`config.mk`:
```
export PLATFORM = sky130hd
export DESIGN_NAME = dosc_main
export DESIGN_NICKNAME = d
export VERILOG_FILES = /design/src/dosc_pkg.sv /design/src/dosc_main.sv /design/src/dosc_sync.sv /design/src/dosc_sec_loop.sv
export SDC_FILE = /design/constraint.sdc
export NUM_CORES = 1
export LEC_CHECK = 0
export ABC_CLOCK_PERIOD_IN_PS = 18000
export BUFFER_PORTS_ARGS = -buffer_cell sky130_fd_sc_hd__buf_2
export CORE_AREA = 4 4 179 181
export CTS_CLUSTER_SIZE = 20
export DETAILED_ROUTE_END_ITERATION = 16
export DIE_AREA = 0 0 183 185
export GPL_TIMING_DRIVEN = 0
export PLACE_DENSITY = 0.55
export SYNTH_ARGS = -nofsm -noshare
export SYNTH_HDL_FRONTEND = slang
export SYNTH_SLANG_ARGS = --single-unit
```
`constraint.sdc`:
```
create_clock -name clk_sys_in -period 18 [get_ports clk_sys_in]
set_clock_uncertainty 0.15 [all_clocks]
set_input_delay 4.5 -clock clk_sys_in [delete_from_list [all_inputs] [get_ports clk_sys_in]]
set_output_delay 4.5 -clock clk_sys_in [all_outputs]
set_load 0.01 [all_outputs]
```
`src/dosc_pkg.sv`:
```
// dosc_pkg: shared constants and types of the loop operating-state control
// assumes a single 125 MHz system clock domain
package dosc_pkg;

   // ***********************************************************************
   // timing
   // ***********************************************************************
   localparam int unsigned CLK_HZ = 125000000;
   localparam int unsigned LOCK_QUAL_S = 1;     // continuous lock for entry
   localparam int unsigned ACQ_LIMIT_S = 100;   // prelock / lost-phase limit
   localparam longint unsigned LOCK_QUAL_CYC = 64'(LOCK_QUAL_S) * CLK_HZ;
   localparam longint unsigned ACQ_LIMIT_CYC = 64'(ACQ_LIMIT_S) * CLK_HZ;

   // ***********************************************************************
   // calibration word and state codes
   // ***********************************************************************
   localparam logic [15:0] NOM_FREQ_RESET = 16'h9999; // zero ppm offset
   localparam logic [7:0] NOM_FREQ_HI_IDX = 8'h3c;
   localparam logic [7:0] NOM_FREQ_LO_IDX = 8'h3d;
   localparam logic [7:0] STATE_REG_IDX = 8'h09;
   localparam int unsigned STATE_FIELD_LSB = 0;
   localparam int unsigned STATE_FIELD_W = 3;

   typedef enum logic [2:0] {
      DOSC_FREE_RUN,
      DOSC_HOLDOVER,
      DOSC_LOCKED,
      DOSC_PRELOCK,
      DOSC_SECOND_PRELOCK,
      DOSC_LOST_PHASE
   } dosc_state_e;

   // fixed status codes for the state field
   localparam logic [2:0] CODE_FREE_RUN = 3'h1;
   localparam logic [2:0] CODE_HOLDOVER = 3'h2;
   localparam logic [2:0] CODE_LOCKED = 3'h4;
   localparam logic [2:0] CODE_PRELOCK = 3'h5;
   localparam logic [2:0] CODE_SECOND_PRELOCK = 3'h6;
   localparam logic [2:0] CODE_LOST_PHASE = 3'h7;

endpackage : dosc_pkg

```
`src/dosc_main.sv`:
```
// dosc_main: operating-state controller of the main phase loop
// assumes detector and selector inputs arrive asynchronously from pins;
// the loop filter itself lives outside and obeys the control outputs
//
// What this block does
// RL1: six states: three primary, three temporary
// RL2: automatic control after every reset
// RL3: forced mode lets outside command transitions
// RL4: free-run follows local oscillator, no reference
// RL5: calibration word applied to generated frequency
// RL6: reference selected moves free-run to prelock
// RL7: prelock locks within 100 s else free-run
// RL8: automatic mode enters locked only after one second continuous lock
// RL9: locked state tracks selected reference
// RL10: phase loss enters lost-phase, keeps trying
// RL11: in lost-phase, leaky bucket serious disqualifies the reference
// RL12: lost-phase over 100 s disqualifies, alarms unless leaky bucket serious in that same cycle
// RL13: disqualified: standby gives prelock2, else holdover
// RL14: invalid reference, no replacement: enter holdover
// RL15: holdover freezes frequency at entry value
// RL16: state reported as 3-bit status field
// RL17: secondary loop: two automatic states only
// RL18: holdover to prelock2 on selection or revertive
// RL19: prelock2 locks within 100 s else holdover
// RL20: each state has a distinct fixed code
`timescale 1ns/1ps
module dosc_main
   import dosc_pkg::*;
#(
   parameter longint unsigned LOCK_QUAL_CYCLES = dosc_pkg::LOCK_QUAL_CYC,
   parameter longint unsigned ACQ_LIMIT_CYCLES = dosc_pkg::ACQ_LIMIT_CYC,
   parameter int unsigned FREQ_W = 19
) (
   input wire logic clk_sys_in,
   input wire logic rst_in,
   input wire logic force_mode_in,
   input wire logic force_req_in,
   input wire logic [dosc_pkg::STATE_FIELD_W-1:0] force_state_in,
   input wire logic ref_selected_in,
   input wire logic ref_valid_in,
   input wire logic phase_lock_in,
   input wire logic phase_loss_in,
   input wire logic bucket_serious_in,
   input wire logic standby_good_in,
   input wire logic revert_restore_in,
   input wire logic sec_ref_selected_in,
   input wire logic sec_lock_in,
   input wire logic [15:0] nom_freq_in,
   input wire logic [FREQ_W-1:0] loop_freq_in,
   output logic [dosc_pkg::STATE_FIELD_W-1:0] main_loop_state_field_out,
   output logic track_ref_out,
   output logic use_local_osc_out,
   output logic freeze_freq_out,
   output logic [FREQ_W-1:0] held_freq_out,
   output logic [15:0] nom_freq_out,
   output logic disqualify_out,
   output logic phase_alarm_out,
   output logic reselect_out,
   output logic sec_locked_out,
   output logic sec_zero_offset_out
);
   import dosc_pkg::*;

   // refuse counts the timers cannot serve, before anything runs
   if (LOCK_QUAL_CYCLES < 1 || ACQ_LIMIT_CYCLES < 2 || FREQ_W < 1 ||
       LOCK_QUAL_CYCLES >= 64'h8000_0000_0000_0000 ||
       ACQ_LIMIT_CYCLES >= 64'h8000_0000_0000_0000) begin : g_bad_param
      $error("dosc_main: unsupported parameter values");
   end

   // ***********************************************************************
   // input synchronisers
   // ***********************************************************************
   localparam int unsigned NSYNC = 11;
   logic [NSYNC-1:0] raw;
   logic [NSYNC-1:0] syn;
   logic f_mode, f_req, r_sel, r_valid, p_lock, p_loss, bucket, standby;
   logic revert, s_sel, s_lock;

   assign raw = {force_mode_in, force_req_in, ref_selected_in, ref_valid_in,
                 phase_lock_in, phase_loss_in, bucket_serious_in,
                 standby_good_in, revert_restore_in, sec_ref_selected_in,
                 sec_lock_in};
   assign {f_mode, f_req, r_sel, r_valid, p_lock, p_loss, bucket, standby,
           revert, s_sel, s_lock} = syn;

   dosc_sync #(.WIDTH(NSYNC)) u_sync (
      .clk_sys_in(clk_sys_in),
      .rst_in(rst_in),
      .async_in(raw),
      .sync_out(syn)
   );

   // forced target and calibration word are quasi-static configuration,
   // so they are double-registered as buses; change them only while stable
   logic [2:0] fst1, fst2;
   logic [15:0] nf1, nf2;
   logic [FREQ_W-1:0] lf1, lf2;
   always_ff @(posedge clk_sys_in or posedge rst_in) begin
      if (rst_in) begin
         fst1 <= '0;
         fst2 <= '0;
         nf1 <= NOM_FREQ_RESET;
         nf2 <= NOM_FREQ_RESET;
         lf1 <= '0;
         lf2 <= '0;
      end else begin
         fst1 <= force_state_in;
         fst2 <= fst1;
         nf1 <= nom_freq_in;
         nf2 <= nf1;
         lf1 <= loop_freq_in;
         lf2 <= lf1;
      end
   end

   // ***********************************************************************
   // secondary loop
   // ***********************************************************************
   logic sec_locked_w, sec_zero_w;
   dosc_sec_loop u_sec (
      .clk_sys_in(clk_sys_in),
      .rst_in(rst_in),
      .ref_selected_in(s_sel),
      .lock_ok_in(s_lock),
      .locked_out(sec_locked_w),
      .zero_offset_out(sec_zero_w)
   );

   // ***********************************************************************
   // main state machine
   // ***********************************************************************
   dosc_state_e state, next_state; // see RL1
   logic [63:0] lock_cnt, next_lock_cnt;   // continuous-lock timer
   logic [63:0] dwell_cnt, next_dwell_cnt; // time in temporary state
   logic [FREQ_W-1:0] held, next_held;
   logic disq, next_disq, alarm, next_alarm, resel, next_resel;
   logic lock_qualified, dwell_expired;

   assign lock_qualified = (lock_cnt >= LOCK_QUAL_CYCLES - 64'd1) & p_lock;
   assign dwell_expired = dwell_cnt >= ACQ_LIMIT_CYCLES - 64'd1;

   // map a forced code onto a state; unknown codes are ignored
   function automatic logic decode_code(input logic [2:0] c,
                                        output dosc_state_e s);
      begin
         s = DOSC_FREE_RUN;
         decode_code = 1'b1;
         case (c)
            CODE_FREE_RUN: s = DOSC_FREE_RUN;
            CODE_HOLDOVER: s = DOSC_HOLDOVER;
            CODE_LOCKED: s = DOSC_LOCKED;
            CODE_PRELOCK: s = DOSC_PRELOCK;
            CODE_SECOND_PRELOCK: s = DOSC_SECOND_PRELOCK;
            CODE_LOST_PHASE: s = DOSC_LOST_PHASE;
            default: decode_code = 1'b0;
         endcase
      end
   endfunction : decode_code

   // next-state logic; automatic unless force mode is set
   always_comb begin
      dosc_state_e fs;
      logic fok;
      fs = DOSC_FREE_RUN;
      fok = decode_code(fst2, fs);
      next_state = state;
      next_disq = 1'b0;
      next_alarm = 1'b0;
      next_resel = 1'b0;
      next_held = held;
      if (f_mode) begin
         if (f_req && fok) begin
            next_state = fs; // see RL3
         end
      end else begin
         case (state) // see RL2
            DOSC_FREE_RUN: begin
               if (r_sel) begin
                  next_state = DOSC_PRELOCK; // see RL6
               end
            end
            DOSC_PRELOCK: begin
               if (r_sel && lock_qualified) begin
                  next_state = DOSC_LOCKED; // see RL8
               end else if (dwell_expired) begin
                  next_state = DOSC_FREE_RUN; // see RL7
                  next_resel = 1'b1;
               end
            end
            DOSC_SECOND_PRELOCK: begin
               if (r_sel && lock_qualified) begin
                  next_state = DOSC_LOCKED; // see RL8
               end else if (dwell_expired) begin
                  next_state = DOSC_HOLDOVER; // see RL19
                  next_resel = 1'b1;
               end
            end
            DOSC_LOCKED: begin
               if (!r_valid && !standby) begin
                  next_state = DOSC_HOLDOVER; // see RL14
               end else if (p_loss) begin
                  next_state = DOSC_LOST_PHASE; // see RL10
               end
            end
            DOSC_LOST_PHASE: begin
               if (bucket || dwell_expired || !r_valid) begin
                  next_disq = 1'b1; // see RL11
                  next_alarm = dwell_expired & ~bucket; // see RL12
                  next_state = standby ? DOSC_SECOND_PRELOCK
                                       : DOSC_HOLDOVER; // see RL13
               end else if (r_sel && lock_qualified) begin
                  next_state = DOSC_LOCKED; // see RL8
               end
            end
            DOSC_HOLDOVER: begin
               if ((r_sel && r_valid) || revert) begin
                  next_state = DOSC_SECOND_PRELOCK; // see RL18
               end
            end
            default: next_state = DOSC_FREE_RUN;
         endcase
      end
      // freeze on the very cycle holdover is entered
      if (next_state == DOSC_HOLDOVER && state != DOSC_HOLDOVER) begin
         next_held = lf2; // see RL15
      end
      // lock timer counts uninterrupted lock only
      if (!p_lock || p_loss) begin
         next_lock_cnt = '0;
      end else if (lock_cnt < LOCK_QUAL_CYCLES - 64'd1) begin
         next_lock_cnt = lock_cnt + 64'd1;
      end else begin
         next_lock_cnt = lock_cnt;
      end
      // dwell timer restarts on every state change
      if (next_state != state) begin
         next_dwell_cnt = '0;
      end else if (!dwell_expired) begin
         next_dwell_cnt = dwell_cnt + 64'd1;
      end else begin
         next_dwell_cnt = dwell_cnt;
      end
   end

   always_ff @(posedge clk_sys_in or posedge rst_in) begin
      if (rst_in) begin
         state <= DOSC_FREE_RUN;
         lock_cnt <= '0;
         dwell_cnt <= '0;
         held <= '0;
         disq <= 1'b0;
         alarm <= 1'b0;
         resel <= 1'b0;
      end else begin
         state <= next_state;
         lock_cnt <= next_lock_cnt;
         dwell_cnt <= next_dwell_cnt;
         held <= next_held;
         disq <= next_disq;
         alarm <= next_alarm;
         resel <= next_resel;
      end
   end

   // ***********************************************************************
   // registered outputs
   // ***********************************************************************
   logic [2:0] code;
   always_comb begin
      case (state) // see RL20
         DOSC_FREE_RUN: code = CODE_FREE_RUN;
         DOSC_HOLDOVER: code = CODE_HOLDOVER;
         DOSC_LOCKED: code = CODE_LOCKED;
         DOSC_PRELOCK: code = CODE_PRELOCK;
         DOSC_SECOND_PRELOCK: code = CODE_SECOND_PRELOCK;
         DOSC_LOST_PHASE: code = CODE_LOST_PHASE;
         default: code = CODE_FREE_RUN;
      endcase
   end

   // outputs lag the state register by one cycle, all from flops
   always_ff @(posedge clk_sys_in or posedge rst_in) begin
      if (rst_in) begin
         main_loop_state_field_out <= CODE_FREE_RUN;
         track_ref_out <= 1'b0;
         use_local_osc_out <= 1'b1;
         freeze_freq_out <= 1'b0;
         held_freq_out <= '0;
         nom_freq_out <= NOM_FREQ_RESET;
         disqualify_out <= 1'b0;
         phase_alarm_out <= 1'b0;
         reselect_out <= 1'b0;
         sec_locked_out <= 1'b0;
         sec_zero_offset_out <= 1'b1;
      end else begin
         main_loop_state_field_out <= code; // see RL16
         track_ref_out <= (state == DOSC_LOCKED); // see RL9
         use_local_osc_out <= (state == DOSC_FREE_RUN); // see RL4
         freeze_freq_out <= (state == DOSC_HOLDOVER); // see RL15
         held_freq_out <= held;
         nom_freq_out <= nf2; // see RL5
         disqualify_out <= disq;
         phase_alarm_out <= alarm; // see RL12
         reselect_out <= resel;
         sec_locked_out <= sec_locked_w; // see RL17
         sec_zero_offset_out <= sec_zero_w;
      end
   end
endmodule : dosc_main

```
`src/dosc_sync.sv`:
```
// dosc_sync: two-flop synchroniser for a vector of independent levels
// assumes every bit is a slow level from outside the clock domain
`timescale 1ns/1ps
module dosc_sync #(
   parameter int unsigned WIDTH = 1
) (
   input wire logic clk_sys_in,
   input wire logic rst_in,
   input wire logic [WIDTH-1:0] async_in,
   output logic [WIDTH-1:0] sync_out
);
   logic [WIDTH-1:0] stage1;
   logic [WIDTH-1:0] stage2;

   // first stage is read only by the second
   always_ff @(posedge clk_sys_in or posedge rst_in) begin
      if (rst_in) begin
         stage1 <= '0;
         stage2 <= '0;
      end else begin
         stage1 <= async_in;
         stage2 <= stage1;
      end
   end
   assign sync_out = stage2;
endmodule : dosc_sync

```
`src/dosc_sec_loop.sv`:
```
// dosc_sec_loop: two-state automatic control of the secondary loop
// assumes lock indication already synchronised to clk_sys_in
`timescale 1ns/1ps
module dosc_sec_loop (
   input wire logic clk_sys_in,
   input wire logic rst_in,
   input wire logic ref_selected_in,
   input wire logic lock_ok_in,
   output logic locked_out,
   output logic zero_offset_out
);
   logic locked;
   logic next_locked;

   // starts in holdover with zero offset; no free-run, no forcing
   always_comb begin
      next_locked = ref_selected_in & lock_ok_in; // see RL17
   end

   always_ff @(posedge clk_sys_in or posedge rst_in) begin
      if (rst_in) begin
         locked <= 1'b0;
      end else begin
         locked <= next_locked;
      end
   end

   assign locked_out = locked;
   assign zero_offset_out = ~locked;
endmodule : dosc_sec_loop

```
==> results.py <==
metrics = {
    "sta": {
        "finalCriticalPeriod_ns": 5.84,
        "rsz0062_at_grt": "no",
        "slew_headroom": 0.505,
        "worstMarginPinSlew_ns": 0.736,
        "hold_viol_final": 0,
        "fmax_ghz": 0.171,
        "fin_crit_sh": 0.325,
        "report.final.slew_viol_count": 0,
        "tns_ns": 0,
        "setup_viol": 0,
    },
    "logic_synthesis": {
        "synth_area_leaders": "dfrtp_1, dfstp_2, and2_1",
        "synth_area_leader_cell": "dfrtp_1",
        "ys_top_cells_by_count": "dfrtp_1, nor2_1, and2_1, nand2_1, xor2_1",
        "ys_async_sr_fraction": 1.00,
        "syn_nets": 841,
        "syn_area_mm2": 0.0105,
        "synth_warnings": 0,
        "synthCells": 788,
        "synth_enable_flop_cells": 0,
        "ys_ff_latch": 298,
        "yosysSeqAreaShare": 0.713,
        "yosysUniqueCellTypes": 58,
        "yosysMostFrequentCell": "dfrtp_1",
        "yosys.area.top_type_share": 0.645,
        "postSynthAreaPerCell_um2": 13.3,
        "ys.flop_type": "dfrtp_1",
    },
    "critical_path": {
        "r2r_cells": 12,
        "worstSetupEndpointType": "output pin",
        "r2r-start": "lock_cnt[28]",
        "cp_slowest_stage_delay_ns": 0.51,
        "cp_num_buf_inv": 1,
        "crit_slowest_cell": "dfstp_2",
        "cp_data_arrival_time_ns": 1.19,
        "startpoint_type": "flip-flop",
        "worstPathMaxFanout": 1,
        "cp_top_family": "flip-flops",
        "crit_type": "flip-flop to output pin",
        "rr_endpoint": "held[8]",
        "required_ns": 13.35,
        "r2r_slack_ns": 14.21,
        "cp_cell_sequence": "buf_2",
    },
    "die": {
        "start_util": 0.345,
        "core_area_mm2": 0.0304,
        "die_w_um": 183,
        "fp.dieArea_mm2": 0.0339,
        "die_y_um": 185,
        "rows": 64,
        "ios": 97,
    },
    "finish": {
        "nNetsFinal": 972,
        "insertedDiodeCount": 0,
        "syn_to_final_growth_pct": 19.6,
        "drive_gt1_frac": 0.217,
        "fillers": 2842,
    },
    "clock_network": {
        "cts_tree": "built",
        "clk_path_buf_depth": 3,
        "cts-root-buf": "clkbuf_16",
        "clkLatencyLatePin_ns": 0.55,
        "cts_hold_buf": 0,
        "postCtsSetupRepairBufs": 0,
        "clock_sinks": 298,
        "path_clk_slew_ns": 0.06,
        "cts_max_level": 1,
        "cts_resized": 0,
        "cts_buffers": 31,
    },
    "route": {
        "num_vias": 6007,
        "drt_iter0_drc": 266,
        "firstDrtPassIters": 4,
        "routed_wl_mm": 18.2,
        "ant_nets": 0,
        "vias_per_cell": 4.49,
        "drc": 0,
        "wl_per_cell_um": 13.6,
    },
    "worst_hold_path": {
        "hold_path.class": "flip-flop to flip-flop",
        "holdPathEnd": "fst2[0]",
        "hp-start": "fst1[0]",
        "hold_depth": 0,
    },
    "global_route": {
        "track_usage": 0.110,
        "grt_pass1_vias": 6085,
        "antenna_found_initial": 1,
        "overflow": 0,
        "grt_pass1_wl_mm": 31.3,
        "grt_max_degree": 105,
    },
    "power": {
        "p_per_area_mw_per_mm2": 127,
        "power_mw": 1.60,
        "ir_drop_mv": 0.0848,
        "p_leak_nw": 5.71,
    },
    "job": {
        "cap_violations": 0,
    },
    "placement": {
        "gp_congestion": 0.811,
        "portBuffers": 96,
        "dp_hpwl_mm": 12.0,
    },
    "status": {
        "outcome": "complete, no violations",
    },
}
## registers in the layout, indices dropped and copies added (netlist names), 11 cells and up
name,flops
lock_cnt,64
u_sync.stage1,11
nf2,16
held,19
dwell_cnt,64
held_freq_out,19
lf2,19
u_sync.sync_out,11
nom_freq_out,16
lf1,19
nf1,16
## cells in the final DEF (no fill, tap or decap), types with 3 or more instances in the layout
cell type and count:
a211oi_1 6, clkbuf_16 31, xor2_1 29, buf_2 99
nand4_1 20, nand2b_1 7, mux2i_1 5, clkinvlp_4 4
clkbuf_1 21, nor3_1 9, dfstp_2 27, clkbuf_8 7
dfrtp_1 271, and3_1 12, or2_2 3, or3_1 6
a21boi_0 3, clkinv_2 5, nor2_1 88, nand3_1 20
a21oi_1 14, and2_1 72, mux2_4 10, inv_1 13
nor4_1 20, nor2b_1 4, o21ai_0 14, nand2_1 39
mux2_2 7, xnor2_1 26
## metrics by stage
step / std cells / utilization / area, um2 / hold WS, ns / setup WS (ns)
after detailed placement: 1282 / 0.379 / 11500 / 0.185 / 12.22
after floorplan: 788 / - / 10500 / 0.181 / 5.16
after global placement: 1280 / 0.377 / 11500 / 0.182 / 1.95
after CTS: 1339 / 0.413 / 12600 / 0.195 / 12.12
after global routing: 1339 / 0.413 / 12600 / 0.201 / 12.11
final: 1339 / 0.413 / 12600 / 0.192 / 12.16
## metal layers
layer  vias to the layer above  track usage  part of all wire
met3                        30       0.0269             0.058
met4                         2       0.0286             0.023
li1                       2909            -                 -
met2                       126        0.162              0.43
met5                         -            0           0.00071
met1                      2940        0.165              0.49
## cell type report
type / instances / area, um2 / area share
sequential: 298 / 7490 / 0.596
multi-input combinational: 453 / 2860 / 0.227
clock buffer: 43 / 891 / 0.0709
timing repair buffer: 98 / 536 / 0.0426
tap: 396 / 495 / 0.0394
clock inverter: 14 / 131 / 0.0105
buffer: 23 / 105 / 0.00836
inverter: 14 / 60.1 / 0.00478
## power by group
part | leakage (nW) | total (mW) | switching [mW] | internal [mW]
combinational | 1.45 | 0.213 | 0.122 | 0.0909
clock | 0.494 | 0.621 | 0.248 | 0.373
sequential | 3.76 | 0.767 | 0.0262 | 0.741
## cells by family after synthesis
| logic type | share of synthesized area |
|---|---|
| AND/OR/NAND/NOR | 0.157 |
| flip-flops | 0.713 |
| AO/OA/AOI/OAI | 0.0377 |
| XOR/XNOR | 0.0458 |
| buffers and inverters | 0.0150 |
| multiplexers | 0.0287 |
| adder cells (fa/ha/maj) | 0.00238 |
## worst max-delay path by stage
stage / endpoint / cells after the start / startpoint
floorplan: alarm / 1 / rst_in
global placement: nf2[14] / 2 / rst_in
detailed placement: sec_zero_offset_out / 3 / rst_in
CTS: use_local_osc_out / 1 / use_local_osc_out
global route: use_local_osc_out / 1 / use_local_osc_out
finish: use_local_osc_out / 1 / use_local_osc_out
Power figures use the tool's default switching activity.
